$ cat src/asd_map.svh
/*
  Constants for the scan and setup command decoder: command byte fields,
  reset values and timing counts.
  Assumes a single 10 MHz core clock.
*/
// Overview of operation
// - MSB one means scan request; bit6 ignored
// - Bits 5..3 give channel number N
// - Mode 00 scans 0..N, 01 scans N..top
// - Mode 10 repeats N, count from averaging
// - Mode 11 converts N once only
// - Bit0 adds temperature as first result
// - Clock modes 10/11: write starts scan
// - Clock modes 00/01: low start pulse starts scan
// - Skip channels used as start or reference
// - Differential pair ignores lowest select bit
// - Bits 7:6 = 01 means setup write
// - Setup bits 5:4 clock mode, bit5 resets one
// - Modes 00/01 internal clock, shared pin start
// - Modes 10/11 shared pin is input seven
// - Setup bits 3:2 reference mode
// - Setup bits 1:0 select pairing register access
// - Reference held on in three cases
// - Held reference: temperature waits 188 cycles
// - Ref modes 01/11 second pin is reference
// - Temperature result first, newer overwrites older
`ifndef ASD_MAP_SVH
`define ASD_MAP_SVH
`define ASD_CMD_SEL_BIT      7
`define ASD_SETUP_SEL_BIT    6
`define ASD_CHAN_HI          5
`define ASD_CHAN_LO          3
`define ASD_SWEEP_HI         2
`define ASD_SWEEP_LO         1
`define ASD_TEMP_BIT         0
`define ASD_CLK_HI           5
`define ASD_CLK_LO           4
`define ASD_REF_HI           3
`define ASD_REF_LO           2
`define ASD_PAIR_HI          1
`define ASD_PAIR_LO          0
`define ASD_CLK_RESET        2'b10
`define ASD_REF_RESET        2'b10
`define ASD_TEMP_DELAY_CYC   188
`define ASD_REF_PIN_CHAN     3'h6
`define ASD_START_PIN_CHAN   3'h7
`endif

$ cat src/asd_pkg.sv
/*
  Types for the scan and setup command decoder.
  Assumes asd_map.svh is included where fields are sliced.
*/
package asd_pkg;
  typedef enum logic [1:0] {
    ASD_SWEEP_LOW  = 2'b00,
    ASD_SWEEP_HIGH = 2'b01,
    ASD_SWEEP_REP  = 2'b10,
    ASD_SWEEP_ONE  = 2'b11
  } asd_sweep_t;

  typedef struct packed {
    logic [2:0] channel;
    asd_sweep_t sweep;
    logic       temp;
  } asd_scan_cfg_t;

  typedef struct packed {
    logic [1:0] clock_mode;
    logic [1:0] reference_mode;
  } asd_setup_cfg_t;

  typedef struct packed {
    logic       valid;
    logic       temp;
    logic [2:0] channel;
  } asd_conv_t;
endpackage

$ cat src/asd_delay.sv
/*
  Countdown used to hold off a temperature conversion while the reference
  is already on. Load restarts the count; done pulses once at the end.
  Assumes one core clock and an active low asynchronous reset.
*/
`timescale 1ns/100ps
module asd_delay #(
  parameter int CYCLES = 188
) (
  input  wire logic core_clk,
  input  wire logic nrst,
  input  wire logic load,
  output logic      busy,
  output logic      done
);
  localparam int W = $clog2(CYCLES + 1);
  logic [W-1:0] count;

  initial begin
    if (CYCLES < 1) $error("asd_delay: CYCLES must be at least one");
  end

  always_ff @(posedge core_clk or negedge nrst) begin
    if (!nrst) begin
      count <= '0;
      busy  <= 1'b0;
      done  <= 1'b0;
    end else begin
      done <= 1'b0;
      if (load) begin
        count <= W'(CYCLES - 1);
        busy  <= 1'b1;
      end else if (busy) begin
        if (count == '0) begin
          busy <= 1'b0;
          done <= 1'b1;
        end else begin
          count <= count - 1'b1;
        end
      end
    end
  end
endmodule // asd_delay

$ cat src/asd_decoder.sv
/*
  Command byte decoder and scan sequencer for a multichannel ADC.
  Takes command bytes already assembled by the serial front end, holds the
  scan and setup fields, starts scans on a write or on a start pin pulse,
  and issues one conversion request at a time, held until the converter accepts it.
  Assumes cmd_valid is a one-cycle strobe; conv_ready is the converter's
  acceptance of the current request.
*/
`timescale 1ns/100ps
`include "asd_map.svh"
module asd_decoder
  import asd_pkg::*;
#(
  parameter int CHANNELS = 8
) (
  input  wire logic     core_clk,
  input  wire logic     nrst,
  input  wire logic     cmd_valid,
  input  wire logic [7:0] cmd_byte,
  input  wire logic     conversion_start_pin_n,
  input  wire logic [3:0] pair_enable,
  input  wire logic [1:0] repeat_count,
  input  wire logic     reference_force_on,
  input  wire logic     dac_powered_up,
  input  wire logic     dac_parked_to_ref,
  input  wire logic     conv_ready,
  output asd_conv_t     conv_req,
  output asd_scan_cfg_t scan_cfg,
  output asd_setup_cfg_t setup_cfg,
  output logic [1:0]    pairing_select,
  output logic          pairing_access,
  output logic          start_pin_active,
  output logic          second_ref_active,
  output logic          reference_hold,
  output logic          scan_busy,
  output logic          temp_fresh
);
  typedef enum logic [2:0] {S_IDLE, S_TWAIT, S_TEMP, S_CONV, S_NEXT} asd_state_t;

  asd_state_t state;
  logic [2:0] chan;
  logic [2:0] last;
  logic [5:0] reps;
  logic       pin_q;
  logic       start;
  logic       dly_busy;
  logic       dly_done;
  logic       next_hold;

  initial begin
    if (CHANNELS != 4 && CHANNELS != 8) $error("asd_decoder: CHANNELS must be 4 or 8");
  end

  // Channel is skipped if its pin is taken or it is the odd half of a pair
  function automatic logic skip_chan(input logic [2:0] c, input asd_setup_cfg_t s,
                                     input logic [3:0] pairs);
    logic k;
    k = 1'b0;
    if (c == `ASD_START_PIN_CHAN && !s.clock_mode[1]) k = 1'b1;
    if (c == `ASD_REF_PIN_CHAN && s.reference_mode[0]) k = 1'b1;
    if (pairs[c[2:1]] && c[0]) k = 1'b1;
    return k;
  endfunction

  function automatic logic [2:0] pair_base(input logic [2:0] c, input logic [3:0] pairs);
    return pairs[c[2:1]] ? {c[2:1], 1'b0} : c;
  endfunction

  assign next_hold = reference_force_on
                   | ((dac_powered_up | dac_parked_to_ref) && setup_cfg.reference_mode == 2'b00);

  // Command decode and held fields
  always_ff @(posedge core_clk or negedge nrst) begin
    if (!nrst) begin
      scan_cfg                 <= '0;
      setup_cfg.clock_mode     <= `ASD_CLK_RESET;
      setup_cfg.reference_mode <= `ASD_REF_RESET;
      pairing_select           <= 2'b00;
      pairing_access           <= 1'b0;
    end else begin
      pairing_access <= 1'b0;
      if (cmd_valid && cmd_byte[`ASD_CMD_SEL_BIT]) begin
        scan_cfg.channel <= cmd_byte[`ASD_CHAN_HI:`ASD_CHAN_LO];
        scan_cfg.sweep   <= asd_sweep_t'(cmd_byte[`ASD_SWEEP_HI:`ASD_SWEEP_LO]);
        scan_cfg.temp    <= cmd_byte[`ASD_TEMP_BIT];
      end else if (cmd_valid && cmd_byte[`ASD_SETUP_SEL_BIT]) begin
        setup_cfg.clock_mode     <= cmd_byte[`ASD_CLK_HI:`ASD_CLK_LO];
        setup_cfg.reference_mode <= cmd_byte[`ASD_REF_HI:`ASD_REF_LO];
        pairing_select           <= cmd_byte[`ASD_PAIR_HI:`ASD_PAIR_LO];
        pairing_access           <= cmd_byte[`ASD_PAIR_HI:`ASD_PAIR_LO] != 2'b00;
      end
    end
  end

  // Pin roles and reference hold
  always_ff @(posedge core_clk or negedge nrst) begin
    if (!nrst) begin
      start_pin_active  <= 1'b0;
      second_ref_active <= 1'b0;
      reference_hold    <= 1'b0;
    end else begin
      start_pin_active  <= !setup_cfg.clock_mode[1];
      second_ref_active <= setup_cfg.reference_mode[0];
      reference_hold    <= next_hold;
    end
  end

  // Start pulse edge
  always_ff @(posedge core_clk or negedge nrst) begin
    if (!nrst) begin
      pin_q <= 1'b1;
    end else begin
      pin_q <= conversion_start_pin_n;
    end
  end

  assign start = (cmd_valid && cmd_byte[`ASD_CMD_SEL_BIT] && setup_cfg.clock_mode[1])
               || (!setup_cfg.clock_mode[1] && pin_q && !conversion_start_pin_n);

  asd_delay #(
    .CYCLES (`ASD_TEMP_DELAY_CYC)
  ) u_delay (
    .core_clk (core_clk),
    .nrst     (nrst),
    .load     (state == S_IDLE && start && next_hold
               && (cmd_byte[`ASD_CMD_SEL_BIT] && cmd_valid ? cmd_byte[`ASD_TEMP_BIT] : scan_cfg.temp)),
    .busy     (dly_busy),
    .done     (dly_done)
  );

  // Scan sequencer
  always_ff @(posedge core_clk or negedge nrst) begin
    if (!nrst) begin
      state      <= S_IDLE;
      chan       <= 3'h0;
      last       <= 3'h0;
      reps       <= 6'h00;
      conv_req   <= '0;
      scan_busy  <= 1'b0;
      temp_fresh <= 1'b0;
    end else begin
      unique case (state)
        S_IDLE: begin
          conv_req <= '0;
          if (start) begin
            logic [2:0] n;
            logic [1:0] sw;
            logic       t;
            n  = (cmd_valid && cmd_byte[`ASD_CMD_SEL_BIT]) ? cmd_byte[`ASD_CHAN_HI:`ASD_CHAN_LO] : scan_cfg.channel;
            sw = (cmd_valid && cmd_byte[`ASD_CMD_SEL_BIT]) ? cmd_byte[`ASD_SWEEP_HI:`ASD_SWEEP_LO] : scan_cfg.sweep;
            t  = (cmd_valid && cmd_byte[`ASD_CMD_SEL_BIT]) ? cmd_byte[`ASD_TEMP_BIT] : scan_cfg.temp;
            scan_busy <= 1'b1;
            unique case (asd_sweep_t'(sw))
              ASD_SWEEP_LOW: begin
                chan <= 3'h0;
                last <= n;
              end
              ASD_SWEEP_HIGH: begin
                chan <= pair_base(n, pair_enable);
                last <= 3'(CHANNELS - 1);
              end
              ASD_SWEEP_REP: begin
                chan <= pair_base(n, pair_enable);
                last <= pair_base(n, pair_enable);
              end
              ASD_SWEEP_ONE: begin
                chan <= pair_base(n, pair_enable);
                last <= pair_base(n, pair_enable);
              end
            endcase
            // Six bits so that the largest repeat count of 32 still fits
            reps  <= (asd_sweep_t'(sw) == ASD_SWEEP_REP) ? 6'(4 << repeat_count) : 6'h01;
            state <= t ? (next_hold ? S_TWAIT : S_TEMP) : S_CONV;
          end
        end
        S_TWAIT: begin
          if (dly_done || !dly_busy) state <= S_TEMP;
        end
        S_TEMP: begin
          conv_req <= '{valid: 1'b1, temp: 1'b1, channel: 3'h0};
          if (conv_req.valid && conv_ready) begin
            conv_req   <= '0;
            temp_fresh <= 1'b1;
            state      <= S_CONV;
          end
        end
        S_CONV: begin
          temp_fresh <= 1'b0;
          if (skip_chan(chan, setup_cfg, pair_enable)) begin
            conv_req <= '0;
            state    <= S_NEXT;
          end else begin
            conv_req <= '{valid: 1'b1, temp: 1'b0, channel: chan};
            if (conv_req.valid && conv_ready) begin
              conv_req <= '0;
              state    <= S_NEXT;
            end
          end
        end
        S_NEXT: begin
          if (reps > 6'h01) begin
            reps  <= reps - 6'h01;
            state <= S_CONV;
          end else if (chan < last) begin
            chan  <= chan + 3'h1;
            state <= S_CONV;
          end else begin
            scan_busy <= 1'b0;
            state     <= S_IDLE;
          end
        end
      endcase
    end
  end
endmodule // asd_decoder

$ cat config.mk
export PLATFORM = sky130hd
export DESIGN_NAME = asd_decoder
export DESIGN_NICKNAME = d
export VERILOG_FILES = /design/src/asd_pkg.sv /design/src/asd_delay.sv /design/src/asd_decoder.sv
export VERILOG_INCLUDE_DIRS = /design/src
export SDC_FILE = /design/constraint.sdc
export NUM_CORES = 1
export LEC_CHECK = 0
export BUFFER_PORTS_ARGS = -buffer_cell sky130_fd_sc_hd__buf_4
export CORE_MARGIN = 4
export CORE_UTILIZATION = 35
export CTS_CLUSTER_SIZE = 24
export DETAILED_ROUTE_END_ITERATION = 6
export PLACE_DENSITY_LB_ADDON = 0.1
export REMOVE_ABC_BUFFERS = 1
export SLEW_MARGIN = 10
export SYNTH_ARGS = -nofsm -noshare
export SYNTH_HDL_FRONTEND = slang
export SYNTH_SLANG_ARGS = --single-unit
$ cat constraint.sdc
create_clock -name core_clk -period 2.6 [get_ports core_clk]
set_input_delay 0.26 -clock core_clk [delete_from_list [all_inputs] [get_ports core_clk]]
set_output_delay 0.26 -clock core_clk [all_outputs]
set_load 0.01 [all_outputs]
# Word-level counts from Yosys, hierarchy flattened
# Cells that the tools add are included.
# W data, S select, Z words.
[word_totals] output_inout_bits=23 wordCells=142 input_bits=22 ff_bits=49
[classes] n_shift=1 magnitude_cmp=4 n_addsub=3 bitwise=3 n_mux=53 eq_ne=18 n_reduce_logical=37
[ops] op="$mux W3" n=9
[ops] op="$mux W8" n=3
[ops] op="$mux W1" n=20
[ops] op="$mux W6" n=3
[ops] op="$mux W5" n=3
[ops] op="$pmux W3 S5" n=1
[ops] op="$pmux W5 S3" n=1
[ops] op="$ne A2 B2 Y1 const B" n=7
[ops] op="$logic_and A1 B1 Y1" n=13
[ops] op="$pmux W3 S2" n=2
[ops] op="$pmux W6 S2" n=1
[ops] op="$reduce_and A4 Y1" n=3
[ops] op="$mux W2" n=5
[ops] op="$eq A3 B3 Y1 const B" n=3
[ops] op="$pmux W3 S3" n=1
[ops] op="$logic_not A8 Y1" n=1
[ops] op="$reduce_and A2 Y1" n=4
[ops] op="$reduce_bool A2 Y1" n=4
[ops] op="$sub A8 B1 Y8 const B" n=1
[ops] op="$eq A3 B2 Y1 const B" n=2
[ops] op="$gt A6 B1 Y1 const B" n=1
[ops] op="$lt A2 B3 Y1 const B" n=2
[ops] op="$shl A3 B2 Y6 const A" n=1
[ops] op="$sub A6 B1 Y6 const B" n=1
[ops] op="19 further kinds" n=27

# Logic depth before layout (Yosys ltp)
# Gate-level depths: netlist of the first run.
[depth] word_depth=9 depth_mapped=7 ltp_nobuf=7

# Hierarchy
# From an unflattened synthesis of the first run, not the netlist that was laid out.
[hier_totals] cells_unflattened=249 area_unflattened_um2=2610.0
[by_module_without_submodules] mod="asd_decoder" n_inst=1 seq_area_each_um2=979.7 cells_each=194 area_per_inst_um2=2060.7
[by_module_without_submodules] mod="asd_delay" n_inst=1 seq_area_each_um2=250.2 cells_each=55 area_per_inst_um2=549.3

# Worst setup path before layout of the first run
# OpenSTA, ideal clock, no wires.
[synth_timing] kind="input port to flip-flop" start="input port cmd_valid" end="register chan[0]" arrival_time_ns=1.746 t_required_ns=2.514 setup_slack_ns=0.768 stages=5 cell_sequence="nand2_4 mux2i_1 mux4_2 or3b_1 a32oi_1"
[synth_via] elab_chain_len=8 elab_cells_between_ends=18 cone_classes="eq/ne (4); mux (8); reduce/logical (6)"
[synth_lines] item="start: declaration" line_no="asd_decoder.sv:18" text="input wire logic cmd_valid,"
[synth_lines] item="$logic_and A1 B1 Y1 (*)" line_no="asd_decoder.sv:117, asd_decoder.sv:149, asd_decoder.sv:150"
[synth_lines] item="$mux W3" line_no="asd_decoder.sv:149" text="n = (cmd_valid && cmd_byte[`ASD_CMD_SEL_BIT]) ? cmd_byte[`ASD_CHAN_HI:`ASD_CHAN_LO] : scan_cfg.channel;"
[synth_lines] item="$bmux W1 S2" line_no="asd_decoder.sv:66" text="return pairs[c[2:1]] ? {c[2:1], 1'b0} : c;"
[synth_lines] item="$mux W1 (implied by the code)" line_no="asd_decoder.sv:66"
[synth_lines] item="$mux W1" line_no="asd_decoder.sv:66"
[synth_lines] item="$pmux W3 S2" line_no="asd_decoder.sv:153" text="unique case (asd_sweep_t'(sw))"
[synth_lines] item="$mux W3" line_no="asd_decoder.sv:145" text="if (start) begin"
[synth_lines] item="$pmux W3 S2" line_no="asd_decoder.sv:142" text="unique case (state)"
[synth_lines] item="end signal: assignment" line_no="asd_decoder.sv:159" text="chan <= pair_base(n, pair_enable);"
[synth_lines] item="end signal: assignment" line_no="asd_decoder.sv:163" text="chan <= pair_base(n, pair_enable);"
[synth_lines] item="end signal: assignment" line_no="asd_decoder.sv:167" text="chan <= pair_base(n, pair_enable);"
[synth_lines] item="end: declaration" line_no="asd_decoder.sv:41" text="logic [2:0] chan;"
# Mark *: on every way between the ends. The rest lies on a longest branch, timed or not. The select of a mux whose other input is x is not followed.
# A chain may end at the register's enable or synchronous reset.

# Worst setup path in the final report of the first run
[layout_timing] start="register chan[2]" end="register chan[2]"
[layout_via] elab_chain_len=4 elab_cells_between_ends=7 cone_classes="add/sub (1); order compare (1); eq/ne (1); mux (3); reduce/logical (1)"
[layout_lines] item="$add A3 B1 Y3" line_no="asd_decoder.sv:205" text="chan <= chan + 3'h1;"
[layout_lines] item="$mux W3" line_no="asd_decoder.sv:204" text="end else if (chan < last) begin"
[layout_lines] item="$mux W3" line_no="asd_decoder.sv:201" text="if (reps > 6'h01) begin"
[layout_lines] item="$pmux W3 S2" line_no="asd_decoder.sv:142"
# Parallel ways exist; a longest one is shown, timed or not. The select of a mux whose other input is x is not followed.

==> results.py, run 1 <==
metrics = {
    "synthesis": {
        "synthCells": 239,
        "yosys_warnings": 0,
        "yosysTopAreaCell": "dfrtp_1",
        "synthTopCellsByArea": "dfrtp_1 (47%), mux2_2 (5.1%), ha_1 (4.6%)",
        "syn_avg_cell_area_um2": 10.2,
        "synth_top_area_frac": 0.472,
        "synth_ff_type": "dfrtp_1",
        "yosys_register_bits": 49,
        "yosysUniqueCellTypes": 44,
        "seq_area_frac_synth": 0.504,
        "synth_area_um2": 2440,
        "synth_edf_count": 0,
        "synth-async-reset-ratio": 1.00,
    },
    "die": {
        "die-width_um": 91.5,
        "ios": 45,
        "fp-row-count": 30,
        "dieArea_um2": 8370,
        "fp.dieH_um": 91.5,
        "start_util": 0.359,
        "fp.coreArea_um2": 6790,
    },
    "placed_design": {
        "place.gp.congestion": 0.798,
        "place_inst": 379,
        "port_buffers": 44,
        "place_hpwl_um": 4300,
        "postPlaceCellArea_um2": 2900,
    },
    "finish": {
        "fill_cells": 706,
        "syn_to_final_growth_pct": 22.5,
        "drive_gt1_frac": 0.261,
        "stdcell_area_um2": 2990,
        "antennaDiodeCount": 0,
        "nets": 321,
        "final_cell_mix": "buf_4 (48), dfrtp_1 (46), nor2_1 (24)",
        "postLayoutCoreUtil": 0.440,
        "final_cells": 387,
        "final_common_cell": "buf_4",
    },
    "global_routing": {
        "grt_pass1_wl_um": 10100,
        "grt_pass1_vias": 2037,
        "grt_util_all_layers": 0.150,
        "grt.overflow.total": 0,
        "antenna_found_initial": 0,
        "grt_max_degree": 50,
    },
    "clocking": {
        "cts-resized-gates": 0,
        "clk_pin_slew_ns": 0.09,
        "htree_num_levels": 2,
        "cts-root-buf": "clkbuf_8",
        "clkSinkCount": 49,
        "clk_path_buf_depth": 2,
        "cts_setup_buffers": 0,
        "cts-buffers-inserted": 5,
        "cts_tree": "yes",
        "hold_buffers": 0,
        "clk_latency_ns": 0.30,
    },
    "setup_path": {
        "slowest_delay_ns": 0.46,
        "cp.arrival_ns": 2.23,
        "slowest_stage": "dfrtp_1",
        "worst_path_most_repeated_cell": "o21ai_0",
        "cp_cell_sequence": "ha_1 -> nand2_1 -> o21ai_0 -> nor2_1 -> o21ai_0 -> mux2_2",
        "crit_type": "reg -> reg",
        "critPathLaunchType": "flip-flop",
        "critPathRequiredTime_ns": 2.79,
        "endpoint_kind": "flip-flop",
        "crit_fanout": 6,
    },
    "timing": {
        "fin_crit_sh": 0.787,
        "period_needed_ns": 2.04,
        "rsz0062_at_grt": "false",
        "setup_viol": 0,
        "skew_ns": 0.00596,
        "finalHoldViolations": 40,
        "slew_headroom": 0.574,
        "worstMarginPinSlew_ns": 0.639,
        "drv_slew": 0,
        "timing.fmax_mhz": 489,
        "hold_slack_ns": -0.0245,
        "setup_tns_ns": 0,
    },
    "power_and_ir_drop": {
        "ir_worst_vdd_mv": 0.370,
        "p_per_area_nw_per_um2": 977,
        "p_leak_nw": 1.40,
    },
    "route": {
        "avgRoutedWirePerCell_um": 15.0,
        "ant_nets": 0,
        "viasPerCell": 5.08,
        "firstDrtPassIters": 6,
        "drt_drc_violations_left": 0,
        "wirelength_um": 5800,
        "num_vias": 1966,
        "dr.first_iter.drc_count": 87,
    },
    "run_status": {
        "failed_checks": "negative hold slack",
        "run_status": "finished with violations",
    },
    "min_path": {
        "hp-class": "in -> async",
    },
    "flow_run": {
        "max-cap-violations": 0,
    },
}
-- report_power, final --
group | internal, mW | switching [mW]
logic | 0.564 | 0.633
registers | 1.02 | 0.261
clock network | 0.187 | 0.254
total | 1.77 | 1.15
-- final timing paths --
check | start | end | slack, ns | depth (start not counted)
worst max-delay path | chan[2] | chan[2] | 0.56 | 6
worst min-delay path | nrst | reps[5] | -0.02 | 1
worst max register to register | chan[2] | chan[2] | 0.56 | 6
worst min register to register | temp_fresh | temp_fresh | 0.50 | 2
max in group asynchronous | nrst | last[1] | 2.19 | 1
min in group core_clk | conversion_start_pin_n | pin_q | 0.08 | 1
-- per-stage QoR --
step | setup slack (ns) | total power [mW]
finish | 0.555 | 2.92
global route | 0.370 | 3.21
CTS | 0.555 | 2.96
detailed placement | 0.502 | 2.50
global placement | 0.557 | 2.49
floorplan | 0.578 | 2.05
-- worst max-delay path, delay by kind of cell, from the launching register on --
kind | cells | cell delay, ns
adders and majority gates | 1 | 0.33
AOI/OAI and AO/OA | 2 | 0.61
DFF | 1 | 0.46
muxes | 1 | 0.39
and+or+nand+nor | 2 | 0.14
-- flip-flops by register name, indices dropped and copies added, names as in the netlist, 2 cells and up --
register	cells
state	3
last	3
reps	6
setup_cfg	4
u_delay.count	8
chan	3
scan_cfg	6
pairing_select	2
conv_req	5
-- kinds of logic (layout without fill, tap and decap cells) --
| logic type | Yosys count | after routing | share of synthesized area |
|---|---|---|---|
| AOI/OAI and AO/OA | 57 | 57 | 0.147 |
| xor gates and xnor gates | 5 | 5 | 0.0180 |
| adders and majority gates | 9 | 9 | 0.0462 |
| buffers and inverters | 23 | 75 | 0.0354 |
| DFF | 49 | 49 | 0.504 |
| muxes | 16 | 16 | 0.0816 |
| and+or+nand+nor | 80 | 80 | 0.167 |
-- cell usage after synthesis (2+ instances only) --
cell type and n:
a21oi_1 11, a22o_1 4, a31o_2 2, a31oi_1 8, a32oi_1 2, and2_1 2
and3_1 3, clkbuf_1 4, dfrtp_1 46, dfstp_2 3, ha_1 9, inv_1 19
mux2_2 11, mux2i_1 3, mux4_2 2, nand2_1 19, nand2b_1 4, nand3_1 7
nor2_1 24, nor2b_1 2, nor3_1 3, nor4_1 4, o211ai_1 3, o21ai_0 17
o31ai_1 4, or3_1 2, xnor2_1 2, xor2_1 3
-- layout make-up --
type | instances | area, µm² | share of cell area
sequential | 49 | 1230 | 0.412
multi-input combinational | 167 | 1120 | 0.376
timing repair buffer | 48 | 360 | 0.121
tap | 96 | 120 | 0.0402
clock buffer | 6 | 72.6 | 0.0243
inverter | 19 | 71.3 | 0.0239
clock inverter | 2 | 10.0 | 0.00335
-- layer usage --
metal | up-vias | routed length [µm] | global-route usage
met5 | - | 0 | 0
met4 | 0 | 54 | 0.0415
met3 | 5 | 219 | 0.0365
met2 | 31 | 2630 | 0.242
met1 | 977 | 2900 | 0.201
li1 | 953 | - | -
(Power assumes the default switching activity.)
==> inputs of run 2 (changes only) <==
==> constraint.sdc (replaced) <==
create_clock -name core_clk -period 2 [get_ports core_clk]
set_input_delay 0.2 -clock core_clk [delete_from_list [all_inputs] [get_ports core_clk]]
set_output_delay 0.2 -clock core_clk [all_outputs]
set_load 0.01 [all_outputs]
==> run 2 against run 1 <==
  * The flow now finishes without violations
  * Core utilization increased by 2.0 points
  * Sequential power increased by 27%
  * Final area increased by 4.5%
  * Largest power group is now combinational cells
==> results.py, run 2 (synthesis results as in run 1) <==
metrics = {
    "run_status": {
        "run_status": "finished, final reports clean",
    },
    "setup_path": {
        "critPathBufInv": 0,
        "critPathLaunchType": "flip-flop",
        "cp_cell_sequence": "mux2i_2 -> mux4_2 -> or3b_1 -> a32oi_1",
        "slowest_delay_ns": 0.55,
        "crit_type": "reg -> reg",
        "slowest_stage": "mux4_2",
        "cpLargestDelayFamily": "multiplexers",
        "crit_fanout": 2,
        "critPathRequiredTime_ns": 2.22,
        "cp.arrival_ns": 2.06,
        "endpoint_kind": "flip-flop",
    },
    "finish": {
        "nets": 331,
        "largest_register_ffs": 8,
        "syn_to_final_growth_pct": 28.0,
        "final_cell_mix": "buf_4 (56), dfrtp_1 (46), nor2_1 (24)",
        "final_common_cell": "buf_4",
        "reg.largest.list": "u_delay.count x8, reps x6, scan_cfg x6",
        "antennaDiodeCount": 0,
        "regMostFlops": "u_delay.count",
        "drive_gt1_frac": 0.286,
    },
    "power_and_ir_drop": {
        "switchingPower_mw": 1.50,
        "p_int_mw": 2.61,
        "seq_power_share": 0.396,
        "ir_worst_vdd_mv": 0.462,
        "pwr-share-comb": 0.402,
        "p_leak_nw": 1.46,
        "p_per_area_nw_per_um2": 1320,
        "sw_frac_of_total": 0.364,
        "power_frac_clock": 0.202,
        "fin_total_pwr_mw": 4.11,
    },
    "route": {
        "drt_drc_violations_left": 0,
        "ant_nets": 0,
        "num_vias": 1973,
        "wl_met1_um": 2790,
        "avgRoutedWirePerCell_um": 14.7,
        "dr.first_iter.drc_count": 86,
        "dr_wl_met2_um": 2710,
        "firstDrtPassIters": 4,
        "viasPerCell": 4.97,
        "dr_wl_met3_um": 258,
        "wirelength_um": 5820,
        "highest_layer": "met4",
    },
    "timing": {
        "setup_viol": 0,
        "worstMarginPinSlew_ns": 0.620,
        "period_needed_ns": 1.84,
        "timing.fmax_mhz": 543,
        "rsz0062_at_grt": "false",
        "finalHoldViolations": 0,
        "skew_ns": 0.00455,
        "hold_slack_ns": 0.133,
        "slew_headroom": 0.586,
        "drv_slew": 0,
        "fin_crit_sh": 0.921,
    },
    "clocking": {
        "cts-buffers-inserted": 5,
        "htree_num_levels": 2,
        "clk_pin_slew_ns": 0.09,
        "clkSinkCount": 49,
        "cts-root-buf": "clkbuf_8",
        "clk_latency_ns": 0.30,
        "cts_tree": "yes",
        "cts_setup_buffers": 0,
        "clk_path_buf_depth": 2,
    },
    "die": {
        "die-width_um": 91.5,
        "fp-row-count": 30,
        "fp.coreArea_um2": 6790,
        "fp.dieH_um": 91.5,
        "dieArea_um2": 8370,
        "start_util": 0.359,
        "ios": 45,
    },
    "min_path": {
        "hp-class": "in -> reg",
    },
    "global_routing": {
        "grt_pass1_vias": 2074,
        "grt.overflow.total": 0,
        "grt_max_degree": 50,
        "antenna_found_initial": 0,
        "grt_util_all_layers": 0.150,
        "grt_pass1_wl_um": 10000,
    },
    "placed_design": {
        "place.gp.congestion": 0.829,
        "port_buffers": 44,
        "place_hpwl_um": 4420,
    },
    "flow_run": {
        "max-cap-violations": 0,
    },
}
## run 2: through the flow
step           std cells  TNS (ns)  worst slack (ns)  instance area (µm²)   util
3_5_place_dp         387   -0.0215           -0.0215                 2960  0.436
5_1_grt              397         0            0.0661                 3120  0.459
3_3_place_gp         387         0             0.120                 2960  0.436
2_1_floorplan        235   -0.0216           -0.0216                 2420      -
4_1_cts              397         0            0.0997                 3120  0.459
6_report             397         0             0.158                 3120  0.459
## run 2: worst reg2reg max path, cell delays in order (launching register included)
cell	delay, ns
dfrtp_1	0.40
mux2i_2	0.24
mux4_2	0.55
or3b_1	0.37
a32oi_1	0.21
## run 2: power groups by stage
| stage | registers (mW) | clock network (mW) | logic [mW] |
|---|---|---|---|
| floorplan | 1.64 | 0 | 1.02 |
| global placement | 1.65 | 0 | 1.64 |
| detailed placement | 1.65 | 0 | 1.66 |
| CTS | 1.63 | 0.859 | 1.67 |
| global route | 1.69 | 0.915 | 1.89 |
| finish | 1.63 | 0.831 | 1.65 |
## run 2: cell type report
type / count / area (µm²)
well taps: 96 / 120
multi-input cells: 167 / 1130
repair buffers: 58 / 440
flip-flops and latches: 49 / 1230
inverters: 19 / 71.3
clock buffers: 5 / 68.8
clock inverters: 3 / 65.1
fillers: 693 / 3670
## run 2: path summary, 6_finish.rpt
kind | start | endpoint | slack [ns] | cells after the start
hold / removal | cmd_byte[0] | pairing_access | 0.13 | 3
min in group asynchronous | nrst | reps[5] | 0.45 | 2
hold reg to reg | setup_cfg[3] | start_pin_active | 0.51 | 1
setup reg to reg | scan_cfg[4] | chan[0] | 0.16 | 4
setup / recovery | scan_cfg[4] | chan[0] | 0.16 | 4
max in group asynchronous | nrst | u_delay.count[6] | 1.14 | 2
## run 2: repair_timing
action                                  in CTS  in global routing
endpoints found under the hold margin       47                  0
hold buffers                                 2                  0
resized for setup                            0                  2
endpoints found under the setup margin       0                  3
## run 2: layer usage
layer,GRT usage,vias up
met4,0.0452,0
li1,-,982
met5,0,-
met3,0.0365,5
met1,0.198,951
met2,0.242,35
